===== config.mk =====
export PLATFORM = sky130hd
export DESIGN_NAME = slcr_regs
export DESIGN_NICKNAME = d
export VERILOG_FILES = /design/src/design/slcr_pkg.sv /design/src/design/slcr_regs.sv
export VERILOG_INCLUDE_DIRS = /design/src /design/src/design
export SDC_FILE = /design/constraint.sdc
export NUM_CORES = 1
export LEC_CHECK = 0
export BUFFER_PORTS_ARGS = -buffer_cell sky130_fd_sc_hd__buf_2
export CORE_MARGIN = 3
export CORE_UTILIZATION = 40
export DETAILED_ROUTE_END_ITERATION = 6
export PLACE_DENSITY = 0.75
export SYNTH_ARGS = -nofsm -noshare
export SYNTH_HDL_FRONTEND = slang
export SYNTH_SLANG_ARGS = --single-unit

===== constraint.sdc =====
create_clock -name CLK_IN -period 1.6 [get_ports CLK_IN]
set_clock_uncertainty 0.2 [all_clocks]
set_input_delay 0.24 -clock CLK_IN [delete_from_list [all_inputs] [get_ports CLK_IN]]
set_output_delay 0.24 -clock CLK_IN [all_outputs]
set_load 0.01 [all_outputs]

===== src/design/slcr_defines.svh =====
// Offsets, field positions, reset values and rate figures of the lane
// configuration bank. Assumes the includer uses them with a 32-bit APB.
//
// Behaviour
// - Tx half-rate bit set: serial x8, byte clock ref/4; clear: x16, ref/2.
// - Reset loads every transmit configuration register with zero.
// - Tx power-down bit drives that lane's transmit power-down control.
// - Emphasis bits: both clear 0%, one set 12.5%, both set 25%.
// - Half-swing bit asks the transmit buffer for half amplitude.
// - Rx half-rate bit set: serial x8, byte clock ref/4; clear: x16, ref/2.
// - Rx power-down bit drives that lane's receive power-down; resets clear.
// - Reset loads every receive configuration register with hex 20.
`ifndef SLCR_DEFINES_SVH
`define SLCR_DEFINES_SVH

// Register indices; byte address is four times the index
`define SLCR_TX_IDX_AA 18'h3_0002
`define SLCR_RX_IDX_AA 18'h3_0003
`define SLCR_TX_IDX_AB 18'h3_0012
`define SLCR_RX_IDX_AB 18'h3_0013
`define SLCR_TX_IDX_AC 18'h3_0022
`define SLCR_RX_IDX_AC 18'h3_0023
`define SLCR_TX_IDX_AD 18'h3_0032
`define SLCR_RX_IDX_AD 18'h3_0033
`define SLCR_TX_IDX_BA 18'h3_0102
`define SLCR_RX_IDX_BA 18'h3_0103
`define SLCR_TX_IDX_BB 18'h3_0112
`define SLCR_RX_IDX_BB 18'h3_0113
`define SLCR_TX_IDX_BC 18'h3_0122
`define SLCR_RX_IDX_BC 18'h3_0123
`define SLCR_TX_IDX_BD 18'h3_0132
`define SLCR_RX_IDX_BD 18'h3_0133

// Field positions; documented bit 0 is the most significant data bit
`define SLCR_TX_HALF_RATE_BIT 7
`define SLCR_TX_PWR_DOWN_BIT  6
`define SLCR_TX_EMPH_LO_BIT   5
`define SLCR_TX_EMPH_HI_BIT   4
`define SLCR_TX_HALF_SWING_BIT 3
`define SLCR_RX_HALF_RATE_BIT 7
`define SLCR_RX_PWR_DOWN_BIT  6

`define SLCR_TX_RESET 8'h00
`define SLCR_RX_RESET 8'h20

// Serial rate as a multiple of the reference, byte clock as its divisor
`define SLCR_MULT_HALF 5'h08
`define SLCR_MULT_FULL 5'h10
`define SLCR_DIV_HALF  3'h4
`define SLCR_DIV_FULL  3'h2

`endif


===== src/design/slcr_pkg.sv =====
// Types shared by the lane configuration bank and its users.
// Assumes nothing of its surroundings.
package slcr_pkg;

    typedef enum logic [1:0] {
        SLCR_EMPH_0PCT    = 2'h0,
        SLCR_EMPH_12P5PCT = 2'h1,
        SLCR_EMPH_25PCT   = 2'h3
    } slcr_emph_t;

    typedef struct packed {
        logic       tx_half_rate_sel;
        logic [4:0] tx_serial_mult;
        logic [2:0] tx_byte_div;
        logic       tx_power_down;
        logic       tx_emph_sel_hi;
        logic       tx_emph_sel_lo;
        slcr_emph_t tx_emph_level;
        logic       tx_half_swing;
        logic       rx_half_rate_sel;
        logic [4:0] rx_serial_mult;
        logic [2:0] rx_byte_div;
        logic       rx_power_down;
    } slcr_lane_ctl_t;

endpackage


===== src/design/slcr_regs.sv =====
// Per-lane transmit and receive configuration registers behind an APB
// slave, with the decoded lane controls driven from flip-flops.
// Assumes APB signals synchronous to CLK_IN and the analog lanes
// reading LANE_CTL_OUT as static levels.
`timescale 1ns/1ps
`default_nettype none
`include "slcr_defines.svh"

module slcr_regs #(
    parameter int NUM_LANES = 8
) (
    input  wire logic                                  CLK_IN,       // System clock
    input  wire logic                                  RST_N_IN,     // Async reset, low
    input  wire logic                                  PSEL_IN,      // APB select
    input  wire logic                                  PENABLE_IN,   // APB access phase
    input  wire logic                                  PWRITE_IN,    // APB write
    input  wire logic [19:0]                           PADDR_IN,     // APB byte address
    input  wire logic [31:0]                           PWDATA_IN,    // APB write data
    input  wire logic [3:0]                            PSTRB_IN,     // APB byte strobes
    output logic                                       PREADY_OUT,   // APB ready
    output logic [31:0]                                PRDATA_OUT,   // APB read data
    output logic                                       PSLVERR_OUT,  // APB error
    output slcr_pkg::slcr_lane_ctl_t [NUM_LANES-1:0]   LANE_CTL_OUT  // Lane controls
);

    localparam logic [17:0] TX_IDX [8] = '{
        `SLCR_TX_IDX_AA, `SLCR_TX_IDX_AB, `SLCR_TX_IDX_AC, `SLCR_TX_IDX_AD,
        `SLCR_TX_IDX_BA, `SLCR_TX_IDX_BB, `SLCR_TX_IDX_BC, `SLCR_TX_IDX_BD
    };
    localparam logic [17:0] RX_IDX [8] = '{
        `SLCR_RX_IDX_AA, `SLCR_RX_IDX_AB, `SLCR_RX_IDX_AC, `SLCR_RX_IDX_AD,
        `SLCR_RX_IDX_BA, `SLCR_RX_IDX_BB, `SLCR_RX_IDX_BC, `SLCR_RX_IDX_BD
    };

    if (NUM_LANES < 1 || NUM_LANES > 8) begin : g_bad_lanes
        $error("NUM_LANES must lie between 1 and 8");
    end

    logic [7:0]                              tx_cfg       [NUM_LANES];
    logic [7:0]                              rx_cfg       [NUM_LANES];
    logic [7:0]                              next_tx_cfg  [NUM_LANES];
    logic [7:0]                              next_rx_cfg  [NUM_LANES];
    logic [NUM_LANES-1:0]                    hit_tx;
    logic [NUM_LANES-1:0]                    hit_rx;
    logic [17:0]                             reg_idx;
    logic                                    aligned;
    logic                                    any_hit;
    logic                                    setup_phase;
    logic                                    access_phase;
    logic                                    low_byte_write;
    logic [7:0]                              read_mux;
    logic [31:0]                             prdata;
    logic [31:0]                             next_prdata;
    logic                                    pslverr;
    logic                                    next_pslverr;
    slcr_pkg::slcr_lane_ctl_t [NUM_LANES-1:0] lane_ctl;
    slcr_pkg::slcr_lane_ctl_t [NUM_LANES-1:0] next_lane_ctl;

    assign reg_idx        = PADDR_IN[19:2];
    assign aligned        = (PADDR_IN[1:0] == 2'h0);
    assign setup_phase    = PSEL_IN & ~PENABLE_IN;
    assign access_phase   = PSEL_IN & PENABLE_IN;
    // Registers are eight bits wide, so only the low byte strobe matters
    assign low_byte_write = access_phase & PWRITE_IN & PSTRB_IN[0];
    assign any_hit        = |{hit_tx, hit_rx};

    // Read data and error are caught in the setup cycle, so the access
    // phase can answer at once from flip-flops without a wait state.
    assign PREADY_OUT  = access_phase;
    assign PRDATA_OUT  = prdata;
    assign PSLVERR_OUT = pslverr;
    assign LANE_CTL_OUT = lane_ctl;

    always_comb begin
        read_mux = 8'h00;
        for (int i = 0; i < NUM_LANES; i++) begin
            if (hit_tx[i]) begin
                read_mux = tx_cfg[i];
            end
            if (hit_rx[i]) begin
                read_mux = rx_cfg[i];
            end
        end
    end

    always_comb begin
        next_prdata  = prdata;
        next_pslverr = pslverr;
        if (setup_phase) begin
            next_prdata  = PWRITE_IN ? 32'h0000_0000 : {24'h00_0000, read_mux};
            next_pslverr = ~any_hit;
        end
    end

    always_ff @(posedge CLK_IN or negedge RST_N_IN) begin
        if (!RST_N_IN) begin
            prdata  <= 32'h0000_0000;
            pslverr <= 1'b0;
        end else begin
            prdata  <= next_prdata;
            pslverr <= next_pslverr;
        end
    end

    for (genvar g = 0; g < NUM_LANES; g++) begin : g_lane
        assign hit_tx[g] = aligned && (reg_idx == TX_IDX[g]);
        assign hit_rx[g] = aligned && (reg_idx == RX_IDX[g]);

        always_comb begin
            next_tx_cfg[g] = tx_cfg[g];
            next_rx_cfg[g] = rx_cfg[g];
            if (low_byte_write && hit_tx[g]) begin
                next_tx_cfg[g] = PWDATA_IN[7:0];
            end
            if (low_byte_write && hit_rx[g]) begin
                next_rx_cfg[g] = PWDATA_IN[7:0];
            end
        end

        always_ff @(posedge CLK_IN or negedge RST_N_IN) begin
            if (!RST_N_IN) begin
                tx_cfg[g] <= `SLCR_TX_RESET;
                rx_cfg[g] <= `SLCR_RX_RESET;
            end else begin
                tx_cfg[g] <= next_tx_cfg[g];
                rx_cfg[g] <= next_rx_cfg[g];
            end
        end

        always_comb begin
            logic tx_hr;
            logic rx_hr;
            logic e_hi;
            logic e_lo;
            tx_hr = tx_cfg[g][`SLCR_TX_HALF_RATE_BIT];
            rx_hr = rx_cfg[g][`SLCR_RX_HALF_RATE_BIT];
            e_hi  = tx_cfg[g][`SLCR_TX_EMPH_HI_BIT];
            e_lo  = tx_cfg[g][`SLCR_TX_EMPH_LO_BIT];
            next_lane_ctl[g].tx_half_rate_sel = tx_hr;
            next_lane_ctl[g].tx_serial_mult   = tx_hr ? `SLCR_MULT_HALF : `SLCR_MULT_FULL;
            next_lane_ctl[g].tx_byte_div      = tx_hr ? `SLCR_DIV_HALF : `SLCR_DIV_FULL;
            next_lane_ctl[g].tx_power_down    = tx_cfg[g][`SLCR_TX_PWR_DOWN_BIT];
            next_lane_ctl[g].tx_emph_sel_hi   = e_hi;
            next_lane_ctl[g].tx_emph_sel_lo   = e_lo;
            case ({e_hi, e_lo})
                2'b00:   next_lane_ctl[g].tx_emph_level = slcr_pkg::SLCR_EMPH_0PCT;
                2'b11:   next_lane_ctl[g].tx_emph_level = slcr_pkg::SLCR_EMPH_25PCT;
                default: next_lane_ctl[g].tx_emph_level = slcr_pkg::SLCR_EMPH_12P5PCT;
            endcase
            next_lane_ctl[g].tx_half_swing    = tx_cfg[g][`SLCR_TX_HALF_SWING_BIT];
            next_lane_ctl[g].rx_half_rate_sel = rx_hr;
            next_lane_ctl[g].rx_serial_mult   = rx_hr ? `SLCR_MULT_HALF : `SLCR_MULT_FULL;
            next_lane_ctl[g].rx_byte_div      = rx_hr ? `SLCR_DIV_HALF : `SLCR_DIV_FULL;
            next_lane_ctl[g].rx_power_down    = rx_cfg[g][`SLCR_RX_PWR_DOWN_BIT];
        end

        always_ff @(posedge CLK_IN or negedge RST_N_IN) begin
            if (!RST_N_IN) begin
                lane_ctl[g].tx_half_rate_sel <= 1'b0;
                lane_ctl[g].tx_serial_mult   <= `SLCR_MULT_FULL;
                lane_ctl[g].tx_byte_div      <= `SLCR_DIV_FULL;
                lane_ctl[g].tx_power_down    <= 1'b0;
                lane_ctl[g].tx_emph_sel_hi   <= 1'b0;
                lane_ctl[g].tx_emph_sel_lo   <= 1'b0;
                lane_ctl[g].tx_emph_level    <= slcr_pkg::SLCR_EMPH_0PCT;
                lane_ctl[g].tx_half_swing    <= 1'b0;
                lane_ctl[g].rx_half_rate_sel <= 1'b0;
                lane_ctl[g].rx_serial_mult   <= `SLCR_MULT_FULL;
                lane_ctl[g].rx_byte_div      <= `SLCR_DIV_FULL;
                lane_ctl[g].rx_power_down    <= 1'b0;
            end else begin
                lane_ctl[g] <= next_lane_ctl[g];
            end
        end
    end

endmodule

`default_nettype wire


; Yosys cells after proc, flatten, opt, wreduce, memory -nomap -nowiden
; Index checks and enable logic that the tools add are counted.
[totals]
word_cells = 243
reg_bits = 361
out_inout_bits = 234
[op_classes]
muxes = 57
n_bitwise = 6
n_eq_ne = 24
n_reduce_logical = 42
[ops]
columns = op, n
row1 = $eq 18x18->1 const B, 16
row2 = $mux 8, 17
row3 = $mux 5, 16
row4 = $mux 3, 16
row5 = $logic_and 1x1->1, 32
row6 = $pmux 2 s2, 8
row7 = $logic_not 2->1, 9
row8 = $eq 2x2->1 const B, 8
row9 = $reduce_or 16->1, 1
row10 = $and 1x1->1, 4
row11 = $not 1->1, 2

; Depth between registers and ports, before layout
[depth]
word_depth = 19
ltp_mapped = 9

; Least setup slack after synthesis
; Ideal clock, no wire load.
[synth_timing]
kind = input-to-reg
from = input PADDR_IN[1]
to = register prdata[4], in the netlist PRDATA_OUT[4]
arrival_time_ns = 1.992
cell_stages = 7
slack_ns = -0.712
n_path_buf = 0
path_cell_list = or4b_4 > nor4_4 > nand3_2 > o221a_1 > a211oi_2 > o31ai_2 > a31o_1
[synth_via]
elab_chain_len = 19
[synth_rtl]
columns = item, line
row1 = start: declaration, slcr_regs.sv:17  ; input wire logic [19:0] PADDR_IN,
row2 = $logic_not 2->1 (*), slcr_regs.sv:60  ; assign aligned = (PADDR_IN[1:0] == 2'h0);
row3 = $logic_and 1x1->1, slcr_regs.sv:106  ; assign hit_tx[g] = aligned && (reg_idx == TX_IDX[g]);
row4 = $mux 8, slcr_regs.sv:77  ; if (hit_tx[i]) begin
row5 = $mux 8, slcr_regs.sv:80  ; if (hit_rx[i]) begin
row6 = $mux 8, slcr_regs.sv:77
row7 = $mux 8, slcr_regs.sv:80
row8 = $mux 8, slcr_regs.sv:77
row9 = $mux 8, slcr_regs.sv:80
row10 = [3 not listed], n/a
row11 = $mux 8, slcr_regs.sv:80
row12 = $mux 8, slcr_regs.sv:77
row13 = $mux 8, slcr_regs.sv:80
row14 = $mux 8, slcr_regs.sv:77
row15 = $mux 8, slcr_regs.sv:80
row16 = $mux 8, slcr_regs.sv:77
row17 = $mux 8 (*), slcr_regs.sv:80
row18 = $mux 8 (*), slcr_regs.sv:90  ; next_prdata = PWRITE_IN ? 32'h0000_0000 : {24'h00_0000, read_mux};
row19 = end signal: assignment, slcr_regs.sv:100  ; prdata <= next_prdata;
row20 = end: declaration, slcr_regs.sv:52  ; logic [31:0] prdata;
; Every way passes the cells marked *; elsewhere a longest branch is shown, timed or not.
; A chain may end at the register's enable or synchronous reset.

; Worst setup path in the final report
; Same ends and word-level chain as after synthesis.

==> flow_summary.json <==
{
  "postSynthCellCount": 812,
  "synth_mux_area_share_pct": 12.9,
  "final_core_util_pct": 57.8,
  "grt_first_pass_wirelength_um": 45400,
  "drive_gt1_share_pct": 57.1,
  "place_ws_ns": -0.977,
  "ys.flop_type": "dfrtp_1",
  "synth_edf_count": 0,
  "min_path_type": "in -> async",
  "async_flop_share_pct": 100,
  "tightest_slew_ns": 0.535,
  "synth_cell_types": 75,
  "die_area_um2": 27500,
  "r2r_cells": 7,
  "reg2reg_to": "PRDATA_OUT[2]",
  "dpl.hpwl_um": 20700,
  "slew_headroom_pct": 64.3,
  "routed_via_density": 5.17,
  "insertion_delay_ns": 0.52,
  "num_antenna_cells": 0,
  "start_kind": "input port",
  "drc": 0,
  "hold_violations": 1,
  "vdd_drop_max_mv": 0.682,
  "ys_seq_area_share_pct": 55.5,
  "start_util_pct": 41.3,
  "core_um2": 24700,
  "cts_made_buffers": 25,
  "wl_per_cell_um": 20.2,
  "hold_slack_ns": -0.000956,
  "synth-seq-cells": 225,
  "antenna_found_initial": 0,
  "nets": 1188,
  "fmax_mhz": 513,
  "synth_compound_area_share_pct": 8.55,
  "synth_xor_area_share_pct": 0,
  "die_y_um": 166,
  "grt.overflow.total": 0,
  "path_class": "in -> reg",
  "syn_to_final_growth_pct": 39.7,
  "wl_met2_um": 14900,
  "max_cap_violations": 0,
  "gp_congestion": 0.874,
  "layout_min_cycle_time_ns": 1.95,
  "worstPathArrival_ns": 2.15,
  "cts_htree_levels": 1,
  "synth-simple-area-share_pct": 11.2,
  "finalMaxSlewViolations": 0,
  "synth_area_um2": 10200,
  "cts_buffer_depth": 3,
  "grt_pass1_vias": 7652,
  "synth_top_area_share_pct": 49.3,
  "synth_fa_ha_area_share_pct": 0,
  "fin_crit_sh_pct": 122,
  "clk_pin_slew_worst_paths_ns": 0.06,
  "yosys_warnings": 0,
  "p_total_mw": 12.4,
  "end_kind": "register",
  "fillers": 1930,
  "die_w_um": 166,
  "regToRegSetupSlack_ns": -0.26,
  "routed-via-count": 7598,
  "cts_tree": "built",
  "outcome": "finished with violations",
  "failed_checks": "negative hold slack, negative setup slack",
  "fin_ws_ns": -0.348,
  "synth_top_family_by_area": "multiplexers",
  "power_density_nw_per_um2": 869,
  "ant_nets": 0,
  "initialDrtViolationCount": 604,
  "synth_top_cell_by_area": "dfrtp_1",
  "drt-met1-wl_um": 12000,
  "reg2reg_from": "tx_cfg[50]",
  "leakage_nw": 7.21,
  "wirelength_um": 29600,
  "path_max_fanout": 5,
  "num_io_pins": 295,
  "root_buffer": "clkbuf_16",
  "route.met3.wl_um": 1930,
  "cts_sinks": 225,
  "setup_violations": 156,
  "synth_area_leaders": "dfrtp_1, mux2_2, buf_4",
  "topRoutingLayerUsed": "met4",
  "rows": 57,
  "io_buffers": 179,
  "grt_max_degree": 42,
  "grtUsageTotal_pct": 20.6,
  "cp_data_required_time_ns": 1.81,
  "drt-pass1-iter-count": 7,
  "rsz0062_at_grt": "yes",
  "syn_area_per_cell_um2": 12.6
}
==> worst max-delay path: stages <==
cell and delay, ns:
buf_6 0.09, or4b_4 0.58, nor4_4 0.18, buf_4 0.19, nand3_4 0.10, o221a_1 0.27
a211oi_2 0.17, o31ai_2 0.09, a31o_1 0.23
==> Yosys cell counts, types with 3 or more instances <==
master      n
nand3_1    14
a221o_1     3
a21oi_1    14
nor4b_1     4
dfrtp_1   201
nand4_1     6
or3_1       4
nand2_1    46
nor3_2      7
buf_4     136
o221ai_1    8
a31oi_1     6
mux2_2    117
dfstp_2    24
buf_2       6
nor2_2      6
o21ai_1     3
o221a_2     6
nand2b_1    3
o31ai_1     4
and2_1     11
o211ai_1    4
a22oi_1     6
nor4_4      4
nor3_1     12
or2_2      13
inv_1      19
nor4_1      9
a211oi_1    5
nor2_1     15
clkbuf_1   16
o21ai_0    19
a222oi_1    9
==> layout by cell type, fill, tap and decap left out, types with 8 or more instances in the layout <==
cell type  synthesis  final
nand2_2            2      8
nand3_1           14     11
and2_1            11     10
or2_2             13     11
dfstp_2           24     24
nand2_1           46     32
clkbuf_16          0     25
buf_4            136    128
inv_1             19     19
a222oi_1           9      9
buf_6              1     75
buf_2              6    137
nor3_4             0      8
o21ai_1            3     16
nor2_1            15     13
mux2_4             0     63
mux2_2           117     54
a21oi_1           14     13
buf_12             0     14
nor3_1            12      8
nor2_4             2     10
conb_1             1     88
dfrtp_1          201    201
==> stage by stage <==
| stage | hold slack, ns | instance area, um2 | TNS (ns) | std cells |
|---|---|---|---|---|
| finish | -0.000956 | 14300 | -28.84 | 1469 |
| global route | 0.00417 | 14300 | -39.08 | 1469 |
| CTS | -0.0134 | 13900 | -14.34 | 1454 |
| detailed placement | -0.0428 | 12200 | -99.90 | 1386 |
| global placement | -0.0486 | 12200 | -96.58 | 1386 |
| floorplan | -0.256 | 10800 | -73.79 | 899 |
==> worst max path at each step <==
stage | end | startpoint | slack (ns) | cells after the start
global route | PRDATA_OUT[7] | PADDR_IN[4] | -0.45 | 9
detailed placement | PRDATA_OUT[3] | PADDR_IN[6] | -0.98 | 9
CTS | PRDATA_OUT[4] | PADDR_IN[1] | -0.36 | 8
global placement | PRDATA_OUT[5] | PADDR_IN[0] | -0.98 | 8
floorplan | PRDATA_OUT[4] | PADDR_IN[1] | -0.71 | 7
finish | PRDATA_OUT[4] | PADDR_IN[1] | -0.35 | 9
==> cell families after synthesis <==
group                  count (synthesis)
AO/OA/AOI/OAI                        112
buffers and inverters                179
flip-flops                           225
multiplexers                         117
other                                  1
AND/OR/NAND/NOR                      178
==> where the power goes <==
part	leakage [nW]	internal (mW)	switching, mW
Combinational	3.84	0.245	0.492
Clock	0.423	3.55	2.38
Sequential	2.95	5.71	0.0174
Total	7.21	9.50	2.89
==> registers in the layout, indices dropped and copies added, names as in the netlist <==
register,flops
LANE_CTL_OUT,88
PRDATA_OUT,8
PSLVERR_OUT,1
g_lane.$10.e_hi,8
g_lane.$10.e_lo,8
g_lane.$10.rx_hr,8
g_lane.$10.tx_hr,8
next_lane_ctl,24
rx_cfg,48
tx_cfg,24
==> repair_timing <==
action,in CTS,in global routing
setup buffers,20,18
endpoints found under the setup margin,165,167
hold buffers,4,0
pin swaps,36,25
hold endpoints to repair,229,0
gates resized for setup,148,48
==> area by class of cell <==
cell class                 count  area (um2)  share of cell area, %
clock buffer                  31         688                   4.83
sequential                   225        5660                   39.7
multi-input combinational    495        4410                   31.0
inverter                      19        71.3                  0.500
timing repair buffer         361        2860                   20.0
tap                          324         405                   2.84
clock inverter                14         163                   1.14
==> metal layers <==
| metal | vias up | global-route usage (%) |
|---|---|---|
| met1 | 3857 | 27.2 |
| met3 | 64 | 3.34 |
| li1 | 3337 | - |
| met2 | 340 | 35.4 |
| met4 | 0 | 5.64 |
| met5 | - | 0 |
Note: power is estimated with default switching activity, not from simulation.
